--- src/hdl/pwm_pkg.sv ---
`default_nettype none
package pwm_pkg;
  localparam int NUM_TIMERS = 3;
  // Register byte offsets
  localparam logic [7:0] OFF_CH5_CTRL = 8'h00;
  localparam logic [7:0] OFF_CH5_DCH = 8'h04;
  localparam logic [7:0] OFF_CH5_DCL = 8'h08;
  localparam logic [7:0] OFF_CH6_CTRL = 8'h0C;
  localparam logic [7:0] OFF_CH6_DCH = 8'h10;
  localparam logic [7:0] OFF_CH6_DCL = 8'h14;
  localparam logic [7:0] OFF_TSEL = 8'h18;
  localparam logic [7:0] OFF_RES = 8'h1C;
  // Field positions
  localparam int CTRL_EN_BIT = 7;
  localparam int CTRL_OUT_BIT = 5;
  localparam int CTRL_POL_BIT = 4;
  localparam int DCL_LSB_POS = 6;
  localparam int TSEL_CH6_POS = 2;
  localparam int TSEL_CH5_POS = 0;
  localparam int RES_CH6_POS = 8;
  // Reset values
  localparam logic [1:0] TSEL_RESET_CODE = 2'h1;
  localparam logic [7:0] DUTY_RESET = 8'h00;
  // Timer select codes and AHB transfer types
  localparam logic [1:0] SEL_RESERVED = 2'h0;
  localparam logic [1:0] SEL_TIMER_ONE = 2'h1;
  localparam logic [1:0] SEL_TIMER_TWO = 2'h2;
  localparam logic [1:0] SEL_TIMER_THREE = 2'h3;
  localparam logic [1:0] HTRANS_NONSEQ = 2'h2;
  localparam logic [1:0] HTRANS_SEQ = 2'h3;

  // One shared timer as seen by a channel
  typedef struct packed {
    logic [7:0] count;
    logic [7:0] period;
    logic [1:0] frac;
    logic inc;
  } timer_bus_t;

  // Channel configuration from registers
  typedef struct packed {
    logic enable;
    logic polarity;
    logic [9:0] duty;
  } chan_cfg_t;

  // Resolution in bits: 2 + floor(log2(period + 1))
  function automatic logic [3:0] duty_resolution(input logic [7:0] per);
    logic [8:0] span;
    logic [3:0] res;
    span = {1'b0, per} + 9'h001;
    res = 4'h2;
    for (int i = 1; i < 9; i++) begin
      if (span[i]) begin
        res = 4'(i + 2);
      end
    end
    return res;
  endfunction : duty_resolution
endpackage : pwm_pkg
`default_nettype wire

--- src/hdl/timer_mux.sv ---
`timescale 1ns/1ps
`default_nettype none
module timer_mux
  import pwm_pkg::*;
(
  // Timer select
  input wire logic [1:0] sel,
  // Shared timers
  input wire timer_bus_t [NUM_TIMERS-1:0] timers,
  // Selected timer
  output timer_bus_t picked,
  output logic picked_valid
);
  always_comb begin
    picked = '0;
    picked_valid = 1'b1;
    unique case (sel)
      SEL_TIMER_ONE: picked = timers[0];
      SEL_TIMER_TWO: picked = timers[1];
      SEL_TIMER_THREE: picked = timers[2];
      SEL_RESERVED: picked_valid = 1'b0;
    endcase
  end
endmodule : timer_mux
`default_nettype wire

--- src/hdl/pwm_channel.sv ---
`timescale 1ns/1ps
`default_nettype none
module pwm_channel
  import pwm_pkg::*;
(
  // Clock and reset
  input wire logic ref_clk,
  input wire logic sys_rst,
  // Selected timer
  input wire timer_bus_t tmr,
  input wire logic tmr_valid,
  // Configuration
  input wire chan_cfg_t cfg,
  // Outputs
  output logic pwm_out,
  output logic timer_clear,
  output logic [9:0] duty_latched
);
  logic active_reg, active_next;
  logic [9:0] duty_lat_reg, duty_lat_next;
  logic pin_reg, pin_next;
  logic wrap;
  logic [9:0] timebase;

  assign timebase = {tmr.count, tmr.frac};
  assign wrap = tmr_valid && tmr.inc && (tmr.count == tmr.period);
  assign timer_clear = wrap;
  assign pwm_out = pin_reg;
  assign duty_latched = duty_lat_reg;

  always_comb begin
    active_next = active_reg;
    duty_lat_next = duty_lat_reg;
    if (wrap) begin
      duty_lat_next = cfg.duty;
      active_next = (cfg.duty != 10'h000);
    end else if (tmr_valid && timebase >= duty_lat_reg) begin
      active_next = 1'b0;
    end
    // Disabled channel sits at its default level
    pin_next = cfg.enable ? (active_next ^ cfg.polarity)
                          : cfg.polarity;
  end

  always_ff @(posedge ref_clk) begin
    if (sys_rst) begin
      active_reg <= 1'b0;
      duty_lat_reg <= 10'h000;
      pin_reg <= 1'b0;
    end else begin
      active_reg <= active_next;
      duty_lat_reg <= duty_lat_next;
      pin_reg <= pin_next;
    end
  end

  a_disabled_level: assert property (@(posedge ref_clk) disable iff (sys_rst)
    !cfg.enable |=> pwm_out == $past(cfg.polarity))
    else $error("disabled channel not at polarity level");

  a_duty_latch: assert property (@(posedge ref_clk) disable iff (sys_rst)
    wrap |=> duty_lat_reg == $past(cfg.duty))
    else $error("duty not latched at period match");

  a_wrap_sets: assert property (@(posedge ref_clk) disable iff (sys_rst)
    wrap && cfg.enable && cfg.duty != 10'h000
    |=> pwm_out == !$past(cfg.polarity))
    else $error("output not set at period start");

  a_zero_duty: assert property (@(posedge ref_clk) disable iff (sys_rst)
    wrap && cfg.duty == 10'h000 |=> !active_reg)
    else $error("zero duty set the output");

  a_duty_ends: assert property (@(posedge ref_clk) disable iff (sys_rst)
    tmr_valid && !wrap && {tmr.count, tmr.frac} >= duty_lat_reg
    |=> !active_reg)
    else $error("pulse not ended at duty compare");
endmodule : pwm_channel
`default_nettype wire

--- src/hdl/pwm_timer_source_select.sv ---
// Chosen here: the address map and the AHB-Lite interface to the registers.
`timescale 1ns/1ps
`default_nettype none
module pwm_timer_source_select
  import pwm_pkg::*;
(
  // Clock and reset
  input wire logic ref_clk,
  input wire logic sys_rst,
  // AHB-Lite slave
  input wire logic hsel,
  input wire logic [31:0] haddr,
  input wire logic [1:0] htrans,
  input wire logic hwrite,
  input wire logic [2:0] hsize,
  input wire logic [31:0] hwdata,
  input wire logic hready,
  output logic hreadyout,
  output logic hresp,
  output logic [31:0] hrdata,
  // Shared timers
  input wire timer_bus_t [NUM_TIMERS-1:0] timers,
  output logic [NUM_TIMERS-1:0] timer_clear,
  // Channel outputs
  output logic chan_five_out,
  output logic chan_six_out
);
  // Register state
  logic ch5_en_reg, ch5_en_next;
  logic ch5_pol_reg, ch5_pol_next;
  logic [7:0] ch5_dch_reg, ch5_dch_next;
  logic [1:0] ch5_dcl_reg, ch5_dcl_next;
  logic ch6_en_reg, ch6_en_next;
  logic ch6_pol_reg, ch6_pol_next;
  logic [7:0] ch6_dch_reg, ch6_dch_next;
  logic [1:0] ch6_dcl_reg, ch6_dcl_next;
  logic [1:0] chan_six_timer_sel_reg, chan_six_timer_sel_next;
  logic [1:0] chan_five_timer_sel_reg, chan_five_timer_sel_next;

  // Bus state
  logic wr_pend_reg, wr_pend_next;
  logic [7:0] wr_addr_reg, wr_addr_next;
  logic [31:0] hrdata_reg, hrdata_next;
  logic rd_tsel_reg, rd_tsel_next;
  logic addr_phase;

  // Channel wiring
  timer_bus_t ch5_tmr, ch6_tmr;
  logic ch5_valid, ch6_valid;
  chan_cfg_t ch5_cfg, ch6_cfg;
  logic ch5_clear, ch6_clear;
  logic [3:0] ch5_res, ch6_res;

  assign addr_phase = hsel && hready &&
                      (htrans == HTRANS_NONSEQ || htrans == HTRANS_SEQ);
  assign hreadyout = 1'b1;
  assign hresp = 1'b0;
  assign hrdata = hrdata_reg;

  // Register writes land in the data phase
  always_comb begin
    ch5_en_next = ch5_en_reg;
    ch5_pol_next = ch5_pol_reg;
    ch5_dch_next = ch5_dch_reg;
    ch5_dcl_next = ch5_dcl_reg;
    ch6_en_next = ch6_en_reg;
    ch6_pol_next = ch6_pol_reg;
    ch6_dch_next = ch6_dch_reg;
    ch6_dcl_next = ch6_dcl_reg;
    chan_six_timer_sel_next = chan_six_timer_sel_reg;
    chan_five_timer_sel_next = chan_five_timer_sel_reg;
    if (wr_pend_reg) begin
      case (wr_addr_reg)
        OFF_CH5_CTRL: begin
          ch5_en_next = hwdata[CTRL_EN_BIT];
          ch5_pol_next = hwdata[CTRL_POL_BIT];
        end
        OFF_CH5_DCH: ch5_dch_next = hwdata[7:0];
        OFF_CH5_DCL: ch5_dcl_next = hwdata[DCL_LSB_POS +: 2];
        OFF_CH6_CTRL: begin
          ch6_en_next = hwdata[CTRL_EN_BIT];
          ch6_pol_next = hwdata[CTRL_POL_BIT];
        end
        OFF_CH6_DCH: ch6_dch_next = hwdata[7:0];
        OFF_CH6_DCL: ch6_dcl_next = hwdata[DCL_LSB_POS +: 2];
        OFF_TSEL: begin
          chan_six_timer_sel_next = hwdata[TSEL_CH6_POS +: 2];
          chan_five_timer_sel_next = hwdata[TSEL_CH5_POS +: 2];
        end
        default: begin
        end
      endcase
    end
  end

  always_ff @(posedge ref_clk) begin
    if (sys_rst) begin
      ch5_en_reg <= 1'b0;
      ch5_pol_reg <= 1'b0;
      ch5_dch_reg <= DUTY_RESET;
      ch5_dcl_reg <= 2'h0;
      ch6_en_reg <= 1'b0;
      ch6_pol_reg <= 1'b0;
      ch6_dch_reg <= DUTY_RESET;
      ch6_dcl_reg <= 2'h0;
      chan_six_timer_sel_reg <= TSEL_RESET_CODE;
      chan_five_timer_sel_reg <= TSEL_RESET_CODE;
    end else begin
      ch5_en_reg <= ch5_en_next;
      ch5_pol_reg <= ch5_pol_next;
      ch5_dch_reg <= ch5_dch_next;
      ch5_dcl_reg <= ch5_dcl_next;
      ch6_en_reg <= ch6_en_next;
      ch6_pol_reg <= ch6_pol_next;
      ch6_dch_reg <= ch6_dch_next;
      ch6_dcl_reg <= ch6_dcl_next;
      chan_six_timer_sel_reg <= chan_six_timer_sel_next;
      chan_five_timer_sel_reg <= chan_five_timer_sel_next;
    end
  end

  // Address phase decode and read data, from next values so a read
  // right after a write sees the new contents
  always_comb begin
    wr_pend_next = addr_phase && hwrite
                   && haddr[31:8] == 24'h00_0000;
    wr_addr_next = addr_phase ? {haddr[7:2], 2'b00} : wr_addr_reg;
    rd_tsel_next = 1'b0;
    hrdata_next = 32'h0000_0000;
    if (addr_phase && !hwrite && haddr[31:8] == 24'h00_0000) begin
      case ({haddr[7:2], 2'b00})
        OFF_CH5_CTRL: begin
          hrdata_next[CTRL_EN_BIT] = ch5_en_next;
          hrdata_next[CTRL_OUT_BIT] = chan_five_out;
          hrdata_next[CTRL_POL_BIT] = ch5_pol_next;
        end
        OFF_CH5_DCH: hrdata_next[7:0] = ch5_dch_next;
        OFF_CH5_DCL: hrdata_next[DCL_LSB_POS +: 2] = ch5_dcl_next;
        OFF_CH6_CTRL: begin
          hrdata_next[CTRL_EN_BIT] = ch6_en_next;
          hrdata_next[CTRL_OUT_BIT] = chan_six_out;
          hrdata_next[CTRL_POL_BIT] = ch6_pol_next;
        end
        OFF_CH6_DCH: hrdata_next[7:0] = ch6_dch_next;
        OFF_CH6_DCL: hrdata_next[DCL_LSB_POS +: 2] = ch6_dcl_next;
        OFF_TSEL: begin
          rd_tsel_next = 1'b1;
          hrdata_next[TSEL_CH6_POS +: 2] = chan_six_timer_sel_next;
          hrdata_next[TSEL_CH5_POS +: 2] = chan_five_timer_sel_next;
        end
        OFF_RES: begin
          hrdata_next[3:0] = ch5_res;
          hrdata_next[RES_CH6_POS +: 4] = ch6_res;
        end
        default: hrdata_next = 32'h0000_0000;
      endcase
    end
  end

  always_ff @(posedge ref_clk) begin
    if (sys_rst) begin
      wr_pend_reg <= 1'b0;
      wr_addr_reg <= 8'h00;
      hrdata_reg <= 32'h0000_0000;
      rd_tsel_reg <= 1'b0;
    end else begin
      wr_pend_reg <= wr_pend_next;
      wr_addr_reg <= wr_addr_next;
      hrdata_reg <= hrdata_next;
      rd_tsel_reg <= rd_tsel_next;
    end
  end

  // Each channel has its own selector
  timer_mux u_mux_five (
    .sel(chan_five_timer_sel_reg),
    .timers(timers),
    .picked(ch5_tmr),
    .picked_valid(ch5_valid)
  );

  timer_mux u_mux_six (
    .sel(chan_six_timer_sel_reg),
    .timers(timers),
    .picked(ch6_tmr),
    .picked_valid(ch6_valid)
  );

  assign ch5_cfg = '{enable: ch5_en_reg, polarity: ch5_pol_reg,
                     duty: {ch5_dch_reg, ch5_dcl_reg}};
  assign ch6_cfg = '{enable: ch6_en_reg, polarity: ch6_pol_reg,
                     duty: {ch6_dch_reg, ch6_dcl_reg}};

  pwm_channel u_chan_five (
    .ref_clk(ref_clk),
    .sys_rst(sys_rst),
    .tmr(ch5_tmr),
    .tmr_valid(ch5_valid),
    .cfg(ch5_cfg),
    .pwm_out(chan_five_out),
    .timer_clear(ch5_clear),
    .duty_latched()
  );

  pwm_channel u_chan_six (
    .ref_clk(ref_clk),
    .sys_rst(sys_rst),
    .tmr(ch6_tmr),
    .tmr_valid(ch6_valid),
    .cfg(ch6_cfg),
    .pwm_out(chan_six_out),
    .timer_clear(ch6_clear),
    .duty_latched()
  );

  // Clear request to whichever timer hit its period
  always_comb begin
    timer_clear = '0;
    for (int t = 0; t < NUM_TIMERS; t++) begin
      timer_clear[t] = (ch5_clear && chan_five_timer_sel_reg == 2'(t + 1))
                    || (ch6_clear && chan_six_timer_sel_reg == 2'(t + 1));
    end
  end

  assign ch5_res = duty_resolution(ch5_tmr.period);
  assign ch6_res = duty_resolution(ch6_tmr.period);

  a_tsel_reset: assert property (@(posedge ref_clk)
    sys_rst |=> chan_six_timer_sel_reg == SEL_TIMER_ONE
             && chan_five_timer_sel_reg == SEL_TIMER_ONE)
    else $error("timer selects not 01 after reset");

  a_tsel_upper: assert property (@(posedge ref_clk) disable iff (sys_rst)
    rd_tsel_reg |-> hrdata[31:4] == 28'h000_0000)
    else $error("unimplemented select bits read nonzero");

  a_tsel_write: assert property (@(posedge ref_clk) disable iff (sys_rst)
    wr_pend_reg && wr_addr_reg == OFF_TSEL
    |=> chan_six_timer_sel_reg == $past(hwdata[3:2])
     && chan_five_timer_sel_reg == $past(hwdata[1:0]))
    else $error("timer select field not written");

  a_sel_two: assert property (@(posedge ref_clk) disable iff (sys_rst)
    chan_five_timer_sel_reg == SEL_TIMER_TWO
    |-> ch5_tmr == timers[1] && ch5_valid)
    else $error("channel five not on timer two");

  a_sel_indep: assert property (@(posedge ref_clk) disable iff (sys_rst)
    chan_six_timer_sel_reg == SEL_TIMER_THREE
    |-> ch6_tmr == timers[2])
    else $error("channel six selection disturbed");

  a_res_full: assert property (@(posedge ref_clk) disable iff (sys_rst)
    ch5_valid && ch5_tmr.period == 8'hFF |-> ch5_res == 4'hA)
    else $error("period FF not ten bit resolution");

  a_res_small: assert property (@(posedge ref_clk) disable iff (sys_rst)
    ch6_valid && ch6_tmr.period == 8'h1F |-> ch6_res == 4'h7)
    else $error("period 1F not seven bit resolution");

  a_dcl_read: assert property (@(posedge ref_clk) disable iff (sys_rst)
    addr_phase && !hwrite && haddr[7:0] == OFF_CH5_DCL && !wr_pend_reg
    && haddr[31:8] == 24'h00_0000
    |=> hrdata == {24'h00_0000, ch5_dcl_reg, 6'h00})
    else $error("duty low read wrong");
endmodule : pwm_timer_source_select
`default_nettype wire

--- config.mk ---
export PLATFORM = sky130hd
export DESIGN_NAME = pwm_timer_source_select
export DESIGN_NICKNAME = d
export VERILOG_FILES = /design/src/hdl/pwm_pkg.sv /design/src/hdl/timer_mux.sv /design/src/hdl/pwm_channel.sv /design/src/hdl/pwm_timer_source_select.sv
export SDC_FILE = /design/constraint.sdc
export NUM_CORES = 1
export LEC_CHECK = 0
export BUFFER_PORTS_ARGS = -buffer_cell sky130_fd_sc_hd__buf_2
export CAP_MARGIN = 10
export CORE_MARGIN = 2
export CORE_UTILIZATION = 56
export DETAILED_ROUTE_END_ITERATION = 10
export GPL_ROUTABILITY_DRIVEN = 0
export PLACE_DENSITY = 0.95
export SYNTH_ARGS = -nofsm -noshare
export SYNTH_HDL_FRONTEND = slang
export SYNTH_SLANG_ARGS = --single-unit
--- constraint.sdc ---
create_clock -name ref_clk -period 5.1 [get_ports ref_clk]
set_input_delay 0.255 -clock ref_clk [delete_from_list [all_inputs] [get_ports ref_clk]]
set_output_delay 0.255 -clock ref_clk [all_outputs]
set_load 0.03 [all_outputs]
# After elaboration in Yosys (flattened, before gate mapping)
# Index checks and enable logic that the tools add are counted.
# totals
reg_bits	91
output_inout_bits	39
wordCells	138
# classes
n_addsub	2
n_lt_le_gt_ge	2
eq_ne	23
n_mux	50
bitwise_logic	4
reduce_logical	34
# op_table
operator	count
$pmux W19 S3	2
$mux W4	14
$eq A6 B3 Y1 const B	7
$mux W8	4
$eq A6 B2 Y1 const B	4
$logic_not A24 Y1	1
$ge A10 B10 Y1	2
$reduce_bool A10 Y1	2
$add A8 B1 Y9 const B	2
$logic_and A1 B1 Y1	18
$mux W1	18
$eq A8 B8 Y1	2
$mux W2	8
$pmux W4 S4	1
$eq A2 B2 Y1 const B	6
$eq A6 B1 Y1 const B	2
$logic_not A8 Y1	1
$pmux W2 S4	1
$logic_not A6 Y1	1
$pmux W1 S6	1
$reduce_or A6 Y1	1
$eq A2 B1 Y1 const B	2
$logic_not A2 Y1	2
$logic_or A1 B1 Y1	4
7 further kinds	9

# Depth between registers and ports, before layout
# Gate-level depths: netlist (run 1).
# depth
depth_word	12
mapped_depth	15
ltp_nobuf	12

# Modules after synthesis
# Synthesis (run 1) repeated with hierarchy kept, for this count alone.
# hier_totals
hier_cells	641
hier_area_um2	5306.3
# by_module_without_submodules
module	n_inst	cells_per_inst	area_each_um2
pwm_timer_source_select	1	335	2813.9
pwm_channel	2	107	800.8
timer_mux	2	46	445.4

# Worst setup path after synthesis (run 1)
# OpenSTA, ideal clock, no wires.
# synth_path
kind	reg-to-reg
startpoint	register chan_five_timer_sel_reg[1]
endpoint	register u_chan_five.pin_reg, in the netlist u_chan_five.pwm_out
arrival_ns	3.100
required_ns	5.029
setup_slack_ns	1.929
path_stages_with_launch	14
period_less_slack_ns	3.171
path_cell_list	dfxtp_1 -> buf_2 -> buf_1 -> mux2_2 -> a22oi_1 -> ha_1 -> nand2b_1 -> a211oi_1 -> o21ai_0 -> a2111oi_0 -> o21ai_0 -> mux2_4 -> or3_1 -> a21oi_1
# synth_via
elab_chain_len	8
elab_cells_between_ends	15
classes_between	order compare: 1; eq/ne: 4; mux: 5; bitwise: 1; reduce/logical: 4
# synth_rtl
element	line	rtl
start: declaration	pwm_timer_source_select.sv:38	logic [1:0] chan_five_timer_sel_reg, chan_five_timer_sel_next;
start signal: assignment	pwm_timer_source_select.sv:118	chan_five_timer_sel_reg <= chan_five_timer_sel_next;
$eq A2 B2 Y1 / $eq A2 B1 Y1 (equally long branches)	timer_mux.sv:17	unique case (sel)
$pmux W19 S3	timer_mux.sv:17	
$ge A10 B10 Y1	pwm_channel.sv:37	end else if (tmr_valid && timebase >= duty_lat_reg) begin
$logic_and A1 B1 Y1	pwm_channel.sv:37	
$mux W1	pwm_channel.sv:37	
$mux W1 *	pwm_channel.sv:34	if (wrap) begin
$xor A1 B1 Y1 *	pwm_channel.sv:41	pin_next = cfg.enable ? (active_next ^ cfg.polarity)
$mux W1 *	pwm_channel.sv:41	
end signal: assignment	pwm_channel.sv:53	pin_reg <= pin_next;
end: declaration	pwm_channel.sv:21	logic pin_reg, pin_next;
# Mark *: on every way between the ends. The rest lies on a longest branch, timed or not.
# A chain may end at the register's enable or synchronous reset.

# Worst setup path in the final report (run 1)
# layout_path
startpoint	register chan_five_timer_sel_reg[0]
endpoint	output port timer_clear[0]
# layout_via
elab_chain_len	6
elab_cells_between_ends	11
classes_between	eq/ne: 4; mux: 2; reduce/logical: 5
# layout_rtl
element	line	rtl
$eq A2 B2 Y1 (tied with other cells)	timer_mux.sv:17	
$pmux W19 S3 / $mux W1 (equally long branches)	timer_mux.sv:17	
$eq A8 B8 Y1 / $logic_and A1 B1 Y1 (equally long branches)	pwm_channel.sv:26	assign wrap = tmr_valid && tmr.inc && (tmr.count == tmr.period);
$logic_and A1 B1 Y1	pwm_channel.sv:26	
$logic_and A1 B1 Y1 *	pwm_timer_source_select.sv:220	timer_clear[t] = (ch5_clear && chan_five_timer_sel_reg == 2'(t + 1))
$logic_or A1 B1 Y1 *	pwm_timer_source_select.sv:221	|| (ch6_clear && chan_six_timer_sel_reg == 2'(t + 1));
end: declaration	pwm_timer_source_select.sv:23	output logic [NUM_TIMERS-1:0] timer_clear,
# Marks and branches as above.

==> results of run 1 <==
## logic make-up after synthesis
family	after synthesis	share of synthesized area, %
adder cells (fa/ha/maj)	22	5.22
other	2	0.142
AND/OR/NAND/NOR	229	21.2
buffers and inverters	83	8.76
XOR/XNOR	21	3.49
flip-flops	71	27.0
multiplexers	85	16.9
AO/OA/AOI/OAI	136	17.3
## routing by layer
| metal | wire [um] | vias to the layer above |
|---|---|---|
| met5 | 0 | - |
| met4 | 511 | 0 |
| met3 | 1320 | 44 |
| met2 | 6530 | 341 |
| met1 | 6130 | 2371 |
| li1 | - | 2493 |
## final cells by class
type | instances | area (um2)
Fill cell | 733 | 3230
Sequential cell | 71 | 1420
Tap cell | 111 | 139
Multi-Input combinational cell | 515 | 3460
Clock inverter | 5 | 56.3
Inverter | 27 | 101
Clock buffer | 11 | 141
Timing Repair Buffer | 124 | 638
## power groups by stage
stage	Combinational, mW	Clock (mW)	Sequential, mW
final	0.206	0.455	0.557
after global routing	0.223	0.480	0.557
after CTS	0.201	0.459	0.557
after detailed placement	0.200	0	0.570
after global placement	0.196	0	0.570
after floorplan	0.140	0	0.570
## worst paths after layout
kind	from	to	slack [ns]	cells after the start
min	hwrite	wr_pend_reg	0.14	3
max	chan_five_timer_sel_reg[0]	timer_clear[0]	1.06	9
min reg2reg	u_chan_six.duty_latched[2]	u_chan_six.duty_latched[2]	0.46	2
max reg2reg	chan_five_timer_sel_reg[0]	u_chan_five.pwm_out	1.23	12
## cells in the final DEF (no fill, tap or decap), drive strengths merged, types with 8 or more instances in the layout
cell	netlist	routed
nand3	18	18
nand2	46	46
ha	22	22
nor4	13	13
nand2b	8	8
xor2	8	8
nand3b	9	9
xnor2	13	13
a21oi	37	37
clkbuf	14	11
mux2	25	25
buf	42	124
o22ai	16	16
a22o	20	20
inv	27	28
conb	2	22
nor2	89	89
mux2i	60	60
nor3	8	8
o21ai	29	29
dfxtp	71	71
## worst register-to-register path, delay by kind of cell (launching register included)
kind | cells | cell delay [ns]
buf+inv | 1 | 0.23
simple gates | 3 | 1.17
fa+ha+maj | 1 | 0.31
mux | 1 | 0.32
compound gates | 6 | 1.45
flops | 1 | 0.30
## through the flow
stage	setup WS, ns	total power, mW
final	1.06	1.22
after floorplan	1.93	0.710
after detailed placement	1.41	0.770
after global routing	0.906	1.26
after CTS	1.14	1.22
after global placement	1.54	0.766
==> impl_metrics.ini, run 1 <==
[global_routing]
antenna_found_initial = 0
grt_pass1_vias = 4746
grt_use_met2_pct = 46.6
busiest_layer = met2
grt_max_degree = 61
grt_pass1_wl_mm = 22.7
overflow = 0
track_usage_pct = 27.9
use_met1_pct = 35.5
grtUsageMet3_pct = 4.51

[status]
status = finished clean

[cells_and_area]
antenna_cells = 0
final_nets = 901
area_delta_synth_final_pct = 13.1
largest_reg_flops = 12
drive_above_1_share_pct = 23.0
instances_no_fill = 864
final_cell_area_mm2 = 0.00596
final_util_pct = 64.8

[clock_network]
post-cts-setup-buffers = 0
clockBufferDepth = 2
clockRootBuffer = clkbuf_8
clock-sinks = 71
hold_buffers = 0
ctsResizeCount = 0
htree_levels = 3
cts_tree = built
clk_pin_slew_ns = 0.08
clk_latency_ns = 0.35
cts_buffers = 9

[sta]
hold_slack_ns = 0.140
max_slew.worst_pin.slew_ns = 0.791
period_needed_ns = 4.04
grt_setup_unrepaired = false
finClkSkew_ns = 0.00780
timing.slew.headroom_pct = 47.1
final_hold_viol_count = 0
fmax_mhz = 247
setup_viol = 0
fin_tns_setup_ns = 0
drv_slew = 0
fin_crit_sh_pct = 79.2

[critical_path]
start_kind = register
cpMaxStageDelayCell = and2b_1
crit_path_end_kind = output pin
arrival_ns = 3.79
path_cells = buf_4 -> and2b_1 -> a22o_1 -> xnor2_1 -> nor4b_1 -> o2111a_2 -> nand2_1 -> o21ai_0 -> buf_2
path_max_fanout = 33
crit_type = register to output pin
path_buf_inv = 2
cp_top_family = compound AO/OA/AOI/OAI gates
max_stage_delay_ns = 0.71
critPathRequiredTime_ns = 4.85

[logic_synthesis]
synth_area_leader_cell = dfxtp_1
syn_area_mm2 = 0.00527
ys_ff_latch = 71
synth_area_per_cell_um2 = 8.12
yosysMostFrequentCell = nor2_1
yosys-top-cells-count = nor2_1 (89), dfxtp_1 (71), mux2i_1 (60)
ys.flop_type = dfxtp_1
synth_edf_count = 0
yosys_warnings = 0
yosysTopAreaCellShare_pct = 27.0
yosysSeqAreaShare_pct = 27.0
synth_cell_types = 60
synth_area_leaders = dfxtp_1 (27%), mux2i_1 (11%), nor2_1 (6.3%), ha_1 (5.2%), mux2_2 (4.7%)
async_flop_share_pct = 0
synthCells = 649

[placed_design]
numPortBuffers = 117
hpwl_mm = 11.1
dp_cells = 848
dpl_cell_area_mm2 = 0.00576

[drt]
vias_per_cell = 6.08
drc = 0
firstDrtPassIters = 8
wl_per_cell_um = 16.8
vias = 5249
dr.first_iter.drc_count = 440
postRouteAntennaNets = 0
wirelength_mm = 14.5

[power]
switching_share_pct = 27.9
power_switching_mw = 0.340
p_leak_nw = 2.55
p_per_area_mw_per_mm2 = 204
internal_power_mw = 0.878
clockPowerShare_pct = 37.4
comb_power_share_pct = 16.9
peakVddDrop_v = 0.000167
power_frac_seq_pct = 45.7

[flow_run]
cap_violations = 0

[min_path]
hold_path.class = primary input to register

[floorplan]
initial_utilization_pct = 57.3
core_area_mm2 = 0.00920
pin_count = 170
die_area_mm2 = 0.0102
die_x_um = 101
dieHeight_um = 101
fp-row-count = 35
Power figures use the tool's default switching activity.
==> inputs of run 2 (changes only) <==
--- a/config.mk
+++ b/config.mk
@@ -5,13 +5,14 @@
 export SDC_FILE = /design/constraint.sdc
 export NUM_CORES = 1
 export LEC_CHECK = 0
+export ABC_AREA = 1
 export BUFFER_PORTS_ARGS = -buffer_cell sky130_fd_sc_hd__buf_2
 export CAP_MARGIN = 10
 export CORE_MARGIN = 2
-export CORE_UTILIZATION = 56
+export CORE_UTILIZATION = 49
 export DETAILED_ROUTE_END_ITERATION = 10
 export GPL_ROUTABILITY_DRIVEN = 0
-export PLACE_DENSITY = 0.95
+export PLACE_DENSITY = 0.9
 export SYNTH_ARGS = -nofsm -noshare
 export SYNTH_HDL_FRONTEND = slang
 export SYNTH_SLANG_ARGS = --single-unit
==> constraint.sdc (replaced) <==
create_clock -name ref_clk -period 3.2 [get_ports ref_clk]
set_input_delay 0.16 -clock ref_clk [delete_from_list [all_inputs] [get_ports ref_clk]]
set_output_delay 0.16 -clock ref_clk [all_outputs]
set_load 0.03 [all_outputs]
==> impl_metrics.ini, run 2 <==
[flow_run]
cap_violations = 0

[drt]
vias_per_cell = 5.58
firstDrtPassIters = 5
vias = 6927
dr.first_iter.drc_count = 778
wirelength_mm = 18.7
drc = 0
wl_per_cell_um = 15.0
postRouteAntennaNets = 0

[critical_path]
crit_path_end_kind = output pin
cpMaxStageDelayCell = dfxtp_2
crit_top_cell = nand2_1
path_max_fanout = 23
arrival_ns = 2.79
max_stage_delay_ns = 0.54
path_buf_inv = 2
cp_top_family = simple AND/OR/NAND/NOR gates
crit_type = register to output pin
start_kind = register
r2r_slack_ns = 0.55
cp-startpoint = chan_five_timer_sel_reg[1]
critPathRequiredTime_ns = 3.04
path_cells = buf_4 -> nand3_1 -> nand2_1 -> nor2_1 -> nand2_1 -> nand2_1 -> nor2_1 -> nand3_2 -> nor2_4 -> nand2_1 -> o21ai_0 -> buf_2
rr_startpoint = chan_five_timer_sel_reg[0]

[cells_and_area]
antenna_cells = 0
drive_above_1_share_pct = 21.9
area_delta_synth_final_pct = 11.2
layout_common_cells = nand2_1 (222), nor2_1 (145), buf_2 (117)
mostFrequentLayoutCell = nand2_1
final_nets = 1218
final_util_pct = 55.7
largest_reg_flops = 12

[sta]
max_slew.worst_pin.slew_ns = 0.875
setup_viol = 0
period_needed_ns = 2.95
fin_tns_setup_ns = 0
grt_setup_unrepaired = false
timing.slew.headroom_pct = 41.5
fmax_mhz = 339
hold_slack_ns = 0.115
final_hold_viol_count = 0
fin_crit_sh_pct = 92.1
drv_slew = 0
finClkSkew_ns = 0.00531

[placed_design]
numPortBuffers = 117
hpwl_mm = 14.9

[clock_network]
clockRootBuffer = clkbuf_16
post-cts-setup-buffers = 0
hold_buffers = 0
cts_tree = built
clk_latency_ns = 0.33
cts_buffers = 9
ctsResizeCount = 0
clock-sinks = 71
htree_levels = 3
clk_pin_slew_ns = 0.05
clockBufferDepth = 2

[logic_synthesis]
ys_ff_latch = 71
yosysTopAreaCellShare_pct = 22.6
syn_area_mm2 = 0.00630
synth_adder_area_share_pct = 4.37
yosys_warnings = 0
synth_cell_types = 48
synth_area_per_cell_um2 = 6.54
yosysMostFrequentCell = nand2_1
synth_edf_count = 0
synth_area_leader_cell = dfxtp_1
synth-simple-area-share_pct = 44.9
yosysSeqAreaShare_pct = 22.6
async_flop_share_pct = 0
synthXorXnorAreaFrac_pct = 0.973
synth_top_family_by_area = simple AND/OR/NAND/NOR gates
ys.flop_type = dfxtp_1
yosys-top-cells-count = nand2_1 (222), nor2_1 (145), inv_1 (92)
synth-compound-area-share_pct = 12.8
synth_area_leaders = dfxtp_1 (23%), nand2_1 (13%), nor2_1 (8.6%), nand3_2 (7.5%), nand3_1 (7.0%)
yosys-mux-area-fraction_pct = 0
synthCells = 964

[global_routing]
antenna_found_initial = 0
overflow = 0
grt_pass1_vias = 6449
track_usage_pct = 27.0
grt_pass1_wl_mm = 30.2
grt_max_degree = 36

[floorplan]
fp-row-count = 41
pin_count = 170
dieHeight_um = 117
core_area_mm2 = 0.0126
initial_utilization_pct = 50.1
die_area_mm2 = 0.0138
die_x_um = 117

[min_path]
hold_path.class = primary input to register
hp-start = hwrite

[power]
p_per_area_mw_per_mm2 = 317
p_total_mw = 2.22
p_leak_nw = 3.38
peakVddDrop_v = 0.000234

[status]
status = finished clean
run 2: per-layer routing:
| metal | routed length, um | vias up | GRT usage (%) | part of all wire [%] |
|---|---|---|---|---|
| li1 | - | 3353 | - | - |
| met1 | 7440 | 3081 | 33.2 | 40 |
| met2 | 8130 | 412 | 42.9 | 44 |
| met3 | 1960 | 81 | 5.98 | 10 |
| met4 | 1130 | 0 | 16.7 | 6.0 |
| met5 | 0 | - | 0 | 0 |
run 2: final cells by class:
type / instances / area, um2
inverter: 97 / 387
fill: 1221 / 5560
sequential: 71 / 1420
clock buffer: 12 / 256
timing repair buffer: 124 / 651
tap: 172 / 215
multi-input combinational: 762 / 4060
clock inverter: 4 / 20.0
run 2: power breakdown:
group,leakage [nW],total [mW],internal (mW),switching (mW)
registers,0.573,0.893,0.890,0.00274
clock network,0.142,0.913,0.561,0.353
logic,2.66,0.414,0.137,0.276
total,3.38,2.22,1.59,0.632
run 2: worst paths after layout:
path	endpoint	cells past startpoint
setup / recovery	timer_clear[1]	12
hold / removal	wr_pend_reg	2
setup reg to reg	u_chan_five.pwm_out	14
hold reg to reg	wr_addr_reg[6]	2
run 2: cell families after synthesis:
family / Yosys count
simple gates: 572
buf+inv: 151
compound gates: 139
flops: 71
fa+ha+maj: 22
xor+xnor: 7
other cells: 2
run 2: worst register-to-register path: stages (launching register included):
cell and delay, ns:
dfxtp_1 0.59, inv_6 0.19, nor2_4 0.29, nand2_1 0.10, nand3_1 0.13, ha_1 0.28, a21oi_1 0.18, o21a_1 0.14
nand4_1 0.08, a21boi_0 0.17, nand2_1 0.12, nand2_2 0.10, nand3_1 0.07, nand2_1 0.06, nor2_1 0.05
run 2: per-stage QoR:
| step | instance area [um2] | std cells | setup WS (ns) |
|---|---|---|---|
| floorplan | 6380 | 984 | 1.11 |
| global placement | 6730 | 1226 | 0.691 |
| detailed placement | 6730 | 1226 | 0.599 |
| CTS | 7010 | 1242 | 0.323 |
| global route | 7010 | 1242 | 0.111 |
| finish | 7010 | 1242 | 0.251 |
